--- config.mk ---
export PLATFORM = sky130hd
export DESIGN_NAME = lss_slave
export DESIGN_NICKNAME = d
export VERILOG_FILES = /design/src/logic/lss_sync.v /design/src/logic/lss_slave.v
export VERILOG_INCLUDE_DIRS = /design/src /design/src/logic
export SDC_FILE = /design/constraint.sdc
export NUM_CORES = 1
export LEC_CHECK = 0
export ABC_AREA = 1
export BUFFER_PORTS_ARGS = -buffer_cell sky130_fd_sc_hd__buf_2
export CORE_ASPECT_RATIO = 0.7
export CORE_MARGIN = 2
export CORE_UTILIZATION = 50
export CTS_CLUSTER_SIZE = 14
export DETAILED_ROUTE_END_ITERATION = 8
export GPL_TIMING_DRIVEN = 0
export PLACE_DENSITY = 0.81
export SLEW_MARGIN = 5
export SYNTH_ARGS = -nofsm -noshare
export SYNTH_HDL_FRONTEND = slang
export SYNTH_SLANG_ARGS = --single-unit
--- constraint.sdc ---
create_clock -name clk -period 2.7 [get_ports clk]
set_input_delay 0.27 -clock clk [delete_from_list [all_inputs] [get_ports clk]]
set_output_delay 0.27 -clock clk [all_outputs]
set_load 0.05 [all_outputs]
--- src/logic/lss_consts.vh ---
`ifndef LSS_CONSTS_VH
`define LSS_CONSTS_VH
// -------------------------------------------------------------
// command encoding (direction, target) after the start bit
// -------------------------------------------------------------
`define LSS_CMD_DATA_READ 2'h2
`define LSS_CMD_STATUS_READ 2'h3
`define LSS_CMD_DATA_WRITE 2'h0
// -------------------------------------------------------------
// sequence and field layout
// -------------------------------------------------------------
`define LSS_DATA_BITS 4'h8
`define LSS_SEQ_LAST 4'hb
`define LSS_STAT_RXFULL_BIT 0
`define LSS_STAT_TXEMPTY_BIT 1
`define LSS_STAT_RXIRQ_BIT 4
`define LSS_STAT_TXIRQ_BIT 5
`define LSS_STATUS_ACCEPT 1'h0
`define LSS_STATUS_REJECT 1'h1
`define LSS_MISO_RESET 1'h0
`endif

--- src/logic/lss_sync.v ---
`timescale 1ns/100ps
// -------------------------------------------------------------
// two-stage synchroniser for a group of pin inputs
// -------------------------------------------------------------
module lss_sync #(
  parameter WIDTH = 3
) (
  input wire clk,
  input wire srst,
  input wire [WIDTH-1:0] asyncIn,
  output reg [WIDTH-1:0] syncOut
);
  reg [WIDTH-1:0] stage1;

  // first stage feeds only the second one
  always @(posedge clk) begin
    if (srst) begin
      stage1 <= {WIDTH{1'h0}};
      syncOut <= {WIDTH{1'h0}};
    end else begin
      stage1 <= asyncIn;
      syncOut <= stage1;
    end
  end
endmodule // lss_sync

--- src/logic/lss_slave.v ---
`timescale 1ns/100ps
`include "lss_consts.vh"
// Summary of operation
// - after start, write setup bits and eight data bits, one status bit goes out on miso on the same rising edge as the last data bit.
// - the write status bit stays valid until the next rising sclk edge after the last data bit.
// - a data write answers 0 when the byte was stored and 1 when it was not.
// - a rejected byte is dropped and the master must send it again.
// - a status read shifts out the eight-bit status byte then a zero status bit.
// - status bit 4 is the receive-full irq enable, bit 5 the transmit-empty irq enable.
// - command is start 1 then direction and target: 10 read, 11 status, 00 write.
// - each transaction moves one byte msb first within twelve clocks.
// - mosi and miso are sampled and changed on the rising sclk edge; select low is acted on at any clk.
module lss_slave (
  input wire clk,
  input wire srst,
  input wire sclk,
  input wire ss,
  input wire mosi,
  input wire rxBufFull,
  input wire txBufEmpty,
  input wire rx_full_irq_enable,
  input wire tx_empty_irq_enable,
  output reg miso,
  output reg misoEn,
  output reg [7:0] rxData,
  output reg rxWrite,
  output reg [7:0] buffer_status_byte
);
  // -----------------------------------------------------------
  // states
  // -----------------------------------------------------------
  localparam ST_IDLE = 2'h0;
  localparam ST_CMD = 2'h1;
  localparam ST_DATA = 2'h2;
  localparam ST_STAT = 2'h3;

  wire [2:0] pinSync;
  reg sclkLast;
  reg [1:0] state;
  reg [1:0] cmd;
  reg cmdCount;
  reg [3:0] bitCount;
  reg [7:0] shiftIn;
  reg [7:0] shiftOut;
  wire sclkRise;
  wire ssS;
  wire mosiS;
  wire sclkS;
  wire [7:0] statusNow;

  // -----------------------------------------------------------
  // pin synchronisation and edge finding
  // -----------------------------------------------------------
  lss_sync #(
    .WIDTH(3)
  ) pinSyncInst (
    .clk(clk),
    .srst(srst),
    .asyncIn({sclk, ss, mosi}),
    .syncOut(pinSync)
  );
  assign sclkS = pinSync[2];
  assign ssS = pinSync[1];
  assign mosiS = pinSync[0];
  assign sclkRise = sclkS & ~sclkLast;

  // -----------------------------------------------------------
  // decode helpers
  // -----------------------------------------------------------
  // command compare, shared by the end of the command and the last data bit
  function cmdIs(input [1:0] seen, input [1:0] code);
    cmdIs = (seen == code);
  endfunction

  // source of one status position; unused positions read zero
  function statusBit(input integer pos, input rxFull, input txEmpty,
    input rxIrq, input txIrq);
    case (pos)
      `LSS_STAT_RXFULL_BIT: statusBit = rxFull;
      `LSS_STAT_TXEMPTY_BIT: statusBit = txEmpty;
      `LSS_STAT_RXIRQ_BIT: statusBit = rxIrq;
      `LSS_STAT_TXIRQ_BIT: statusBit = txIrq;
      default: statusBit = 1'h0;
    endcase
  endfunction

  // -----------------------------------------------------------
  // live status byte
  // -----------------------------------------------------------
  // built bit by bit so a new flag only needs a position constant;
  // the byte is captured when the command completes, so a read shows the flags as they stood then
  genvar sb;
  generate
    for (sb = 0; sb < 8; sb = sb + 1) begin : gStatus
      assign statusNow[sb] = statusBit(sb, rxBufFull, txBufEmpty,
        rx_full_irq_enable, tx_empty_irq_enable);
    end
  endgenerate

  // -----------------------------------------------------------
  // transaction sequencer
  // -----------------------------------------------------------
  // mosi and miso activity is taken on the synchronised rising sclk edge,
  // so a master period well above 4 clk periods is needed
  always @(posedge clk) begin
    if (srst) begin
      sclkLast <= 1'h0;
      state <= ST_IDLE;
      cmd <= 2'h0;
      cmdCount <= 1'h0;
      bitCount <= 4'h0;
      shiftIn <= 8'h00;
      shiftOut <= 8'h00;
      miso <= `LSS_MISO_RESET;
      misoEn <= 1'h0;
      rxData <= 8'h00;
      rxWrite <= 1'h0;
      buffer_status_byte <= 8'h00;
    end else begin
      sclkLast <= sclkS;
      // the buffer push is a single clk pulse
      rxWrite <= 1'h0;
      // registered copy, one clk behind the live flags
      buffer_status_byte <= statusNow;
      if (!ssS) begin
        // select low aborts any partial transaction; a partial byte
        // is never pushed, so the master simply resends the frame
        state <= ST_IDLE;
        misoEn <= 1'h0;
        miso <= `LSS_MISO_RESET;
      end else if (sclkRise) begin
        case (state)
          ST_IDLE: begin
            misoEn <= 1'h0;
            if (mosiS) begin // start bit
              state <= ST_CMD;
              cmdCount <= 1'h0;
            end
          end
          ST_CMD: begin
            // direction then target, shifted in behind the start bit
            cmd <= {cmd[0], mosiS};
            cmdCount <= 1'h1;
            if (cmdCount) begin
              bitCount <= 4'h0;
              state <= ST_DATA;
              // the line is driven from here up to the status bit
              misoEn <= 1'h1;
              if (cmdIs({cmd[0], mosiS}, `LSS_CMD_STATUS_READ)) begin
                // first status bit goes out on this edge, msb first
                miso <= statusNow[7];
                shiftOut <= {statusNow[6:0], 1'h0};
              end else begin
                // data read lives in another block; drive zeros here
                miso <= 1'h0;
                shiftOut <= 8'h00;
              end
            end
          end
          ST_DATA: begin
            shiftIn <= {shiftIn[6:0], mosiS};
            bitCount <= bitCount + 4'h1;
            if (bitCount == `LSS_DATA_BITS - 4'h1) begin
              state <= ST_STAT;
              if (cmdIs(cmd, `LSS_CMD_DATA_WRITE)) begin
                // fill level judged on the last data bit edge only,
                // so space freed during the byte is still used
                if (rxBufFull) begin
                  miso <= `LSS_STATUS_REJECT;
                end else begin
                  miso <= `LSS_STATUS_ACCEPT;
                  rxData <= {shiftIn[6:0], mosiS};
                  rxWrite <= 1'h1;
                end
              end else begin
                // status read trailer is always zero; no buffer touched
                miso <= 1'h0;
              end
            end else begin
              miso <= shiftOut[7];
              shiftOut <= {shiftOut[6:0], 1'h0};
            end
          end
          ST_STAT: begin
            // status bit held only until this edge
            misoEn <= 1'h0;
            miso <= `LSS_MISO_RESET;
            if (mosiS) begin // back-to-back start while still selected
              state <= ST_CMD;
              cmdCount <= 1'h0;
            end else begin
              state <= ST_IDLE;
            end
          end
          default: begin
            state <= ST_IDLE;
          end
        endcase
      end
    end
  end
endmodule // lss_slave

; ---- Yosys cells after proc, flatten, opt, wreduce, memory -nomap -nowiden
; Index checks and enable logic that the tools add are counted.
[word_totals]
mem_count = 0
elab_cells = 72
output_inout_bits = 19
ramBits = 0
mem_bits_ro = 0
in_bits = 9
reg_bits = 50
latch_bits = 0
[classes]
n_reduce_logical = 17
div_mod_pow = 0
n_shift = 0
eq_ne = 10
multipliers = 0
n_lt_le_gt_ge = 0
addsub = 1
mux = 21
n_bitwise = 8
[op_table]
columns = operator, n
row1 = $mux 8, 2
row2 = $pmux 8 s2, 1
row3 = $reduce_and 3->1, 4
row4 = $reduce_and 4->1, 3
row5 = $mux 1, 8
row6 = $pmux 2 s4, 1
row7 = $pmux 4 s2, 1
row8 = $mux 7, 1
row9 = $not 1->1, 7
row10 = $eq 2x2->1 const B, 3
row11 = $mux 2, 3
row12 = $ne 2x2->1 const B, 3
row13 = $reduce_and 6->1, 1
row14 = $reduce_or 6->1, 1
row15 = $reduce_and 5->1, 1
row16 = $add 4x1->4 const B, 1
row17 = $eq 4x3->1 const B, 1
row18 = $logic_not 2->1, 2
row19 = $mux 4, 1
row20 = $ne 2x1->1 const B, 2
row21 = $pmux 1 s2, 2
row22 = $reduce_bool 2->1, 2
row23 = $reduce_or 2->1, 2
row24 = $pmux 1 s3, 1
row25 = other kinds (3), 3

; ---- Depth between registers and ports, before layout
[logic_depth]
word_depth = 4
mapped_depth = 11
depth_no_buf = 10

; ---- By module
; Synthesis repeated with hierarchy kept, for this count alone.
[unflattened]
hier_cells = 257
area_unflattened_um2 = 1931.9
[modules_own_cells]
columns = module, cells_each, seq_area_each_um2, n_inst, area_each_um2
row1 = lss_slave, 239, 780.7, 1, 1766.7
row2 = lss_sync, 18, 120.1, 1, 165.2

; ---- Worst setup path before layout
; Ideal clock, no wire load.
[synth_path]
path_kind = flip-flop to flip-flop
start = reg state[0]
end = reg shiftOut[2]
synth_period_minus_slack_ns = 1.465
t_arrival_ns = 1.352
t_required_ns = 2.587
setup_time_ns = 0.113
n_path_buf = 1
stages_incl_launch_ff = 12
path_slack_ns = 1.235
cell_sequence = dfxtp_1 > inv_1 > ha_1 > buf_2 > inv_2 > nand2_1 > nand2_2 > nor2_8 > o21ai_4 > nand2_1 > nand2_1 > nor2_1
[synth_between]
elab_chain_cells = 3
elab_cells_between_ends = 7
cone_classes = eq/ne: 4 / mux: 1 / reduce/logical: 2
[synth_lines]
columns = item, line_no
row1 = from (decl), lss_slave.v:39  ; reg [1:0] state;
row2 = from (signal assigned), lss_slave.v:108  ; state <= ST_IDLE;
row3 = from (signal assigned), lss_slave.v:128  ; state <= ST_IDLE;
row4 = from (signal assigned), lss_slave.v:136  ; state <= ST_CMD;
row5 = $eq 2x2->1 / $eq 2x1->1 (equally long branches), lss_slave.v:132  ; case (state)
row6 = $ne 2x2->1 (no source line) / $reduce_bool 2->1 (equally long branches), --
row7 = $reduce_and 5->1 (no source line), --
row8 = to (signal assigned), lss_slave.v:152  ; shiftOut <= {statusNow[6:0], 1'h0};
row9 = to (signal assigned), lss_slave.v:181  ; shiftOut <= {shiftOut[6:0], 1'h0};
row10 = to (decl), lss_slave.v:44  ; reg [7:0] shiftOut;
; Parallel ways exist; a longest one is shown, timed or not.
; A chain may end at the register's enable or synchronous reset.

; ---- Final worst setup path
[layout_path]
start = reg state[1]
end = reg bitCount[0]
[layout_between]
elab_chain_cells = 3
elab_cells_between_ends = 6
cone_classes = eq/ne: 3 / mux: 1 / reduce/logical: 2
[layout_lines]
columns = item, line_no
row1 = $eq 2x1->1 / $eq 2x2->1 (equally long branches), lss_slave.v:132
row2 = $ne 2x2->1 (no source line) / $reduce_bool 2->1 (equally long branches), --
row3 = $reduce_and 4->1 (no source line), --
row4 = to (signal assigned), lss_slave.v:162  ; bitCount <= bitCount + 4'h1;
row5 = to (decl), lss_slave.v:42  ; reg [3:0] bitCount;
; Parallel ways exist; a longest one is shown, timed or not.

==> out/results.ini <==
[worst_hold_path]
hp-class = in -> reg
hold_path_startpoint = sclk

[floorplan]
dieArea_sq_um = 4400
core_sq_um = 3630
io_pins = 28
die_y_um = 56.1
start_util_pct = 53.4
rows = 18
fp.dieW_um = 78.4

[logic_synthesis]
ys_async_sr_fraction_pct = 0
avgSynthCellArea_sq_um = 7.48
syn_area_sq_um = 1940
ys.flop_type = dfxtp_1
synth_edf_count = 0
netlist_instances = 259
synth_warnings = 0
ys_ff_latch = 45
ys_seq_area_share_pct = 46.5
synth_cell_types = 25

[timing]
fin_tns_setup_ps = 0
setup_viol = 0
worst_slack_ps = 984
layout_min_cycle_time_ps = 1720
rsz0062_at_grt = no
fin_skew_ps = 6.64
hold_ws_ps = 160
hold_viol = 0
max_clock_freq_ghz = 0.583
period_share_pct = 63.5
report.final.slew_viol_count = 0

[clock_network]
cts_resized = 0
cts_tree = done
cts_hold_buf = 0
clock_latency_ps = 300
clockBufferDepth = 2
h-tree-depth = 2
root_buffer = clkbuf_8
clk_pin_slew_worst_paths_ps = 80
postCtsSetupBuffers = 0
clock-sinks = 45
cts_buffers = 5

[placed_design]
portBuffers = 22
dpl.hpwl_mm = 2.75
gp_congestion = 0.858
post-place-ws_ps = 1020

[routing]
drt_pre_antenna_iters = 4
wl_met3_um = 280
first_iter_violations = 138
topRoutingLayerUsed = met4
via_count = 1702
routed_via_density = 4.98
met2_length_mm = 1.61
drt-met1-wl_mm = 1.80
drc = 0
wl_per_cell_um = 10.9
ant_nets = 0
routed_wl_mm = 3.73

[finish]
final_common_cell = nor2_1
fin_nets = 307
area_growth_pct = 15.2
multi_input_area_sq_um = 867
n_antenna_cell = 0
n_fill_cell = 330
ff_latch_area_sq_um = 901
final_cell_mix = nor2_1 (51), nand2_1 (45), dfxtp_1 (45)
drive_gt1_share_pct = 16.1

[run]
maxCapViolCount = 0

[power_and_ir_drop]
power_density_nw_per_um2 = 558
vdd_ir_drop_max_uv = 437
power_mw = 1.25
p_leak_nw = 0.996

[worst_setup_path]
crit_required_ps = 2890
critPathLaunch = state[1]
worstSetupPathType = reg -> reg
arrival_ps = 1910
cp-start-kind = register
crit_fanout = 7
reg2reg_from = state[1]
critPathCaptureType = register

[global_route]
antenna_found_initial = 0
grt_usage_pct = 18.0
gr-total-overflow = 0
grt_max_degree = 15
grt_pass1_wl_mm = 6.26
grt_pass1_vias = 1435

[run_status]
run_status = complete, no violations

[area by class of cell]
class                      count  area share (%)
timing repair buffer          22            4.93
sequential                    45            40.4
clock buffer                   6            3.25
inverter                      30            5.04
clock inverter                 2            1.74
tap                           50            2.80
buffer                        12            3.03
multi-input combinational    175            38.8
[cells in the mapped netlist (2+ instances only)]
cell type	n	area, sq um
nor3_1	3	15.0
buf_4	5	37.5
nor2_1	51	191
nand3_1	16	80.1
inv_2	3	11.3
inv_1	27	101
clkbuf_1	4	15.0
o21ai_1	2	10.0
nand4_1	4	25.0
dfxtp_1	45	901
o31ai_1	3	22.5
buf_2	3	15.0
a21oi_1	18	90.1
nand2_2	2	12.5
o21ai_0	13	65.1
ha_1	7	87.6
nand2_1	45	169
[state kept, by name, indices dropped and copies added, names as in the netlist]
signal               flops
rxData                   8
shiftIn                  7
shiftOut                 7
bitCount                 4
buffer_status_byte       4
pinSyncInst.stage1       3
pinSyncInst.syncOut      3
cmd                      2
state                    2
cmdCount                 1
miso                     1
misoEn                   1
rxWrite                  1
sclkLast                 1
[worst max-delay path, stage by stage (launching register included)]
cell	delay [ps]
dfxtp_1	400
inv_1	110
ha_1	290
inv_2	90
nor2_1	50
nor2_2	170
nand2_1	210
o21ai_1	230
nor3_1	60
[report_power, final]
group | switching [mW] | leakage [nW] | internal, mW | total [mW]
registers | 0.00392 | 0.365 | 0.671 | 0.675
logic | 0.0485 | 0.576 | 0.0177 | 0.0662
clock network | 0.228 | 0.0554 | 0.278 | 0.506
[final timing paths]
kind,to,slack (ps),cells after the start
hold / removal,pinSyncInst.stage1[2],160,3
setup reg to reg,bitCount[0],980,8
hold reg to reg,pinSyncInst.syncOut[1],400,2
setup / recovery,bitCount[0],980,8
[cell families after synthesis]
kind of cell               count (synthesis)  share of synthesized area [%]
AOI/OAI and AO/OA                         37                           10.5
adders and majority gates                  7                           4.52
buffers and inverters                     42                           9.30
DFF                                       45                           46.5
other                                      1                          0.194
and+or+nand+nor                          127                           28.9
[per-stage QoR]
stage | cell area [sq um] | utilization (%) | cells
after floorplan | 1950 | - | 262
after global placement | 2120 | 58.5 | 334
after detailed placement | 2120 | 58.5 | 334
after CTS | 2230 | 61.6 | 342
after global routing | 2230 | 61.6 | 342
final | 2230 | 61.6 | 342
[layer usage]
| layer | global-route usage [%] | up-vias |
|---|---|---|
| li1 | - | 877 |
| met1 | 24.8 | 773 |
| met2 | 26.8 | 47 |
| met3 | 6.49 | 5 |
| met4 | 4.51 | 0 |
| met5 | 0 | - |
Note: power is estimated with default switching activity, not from simulation.
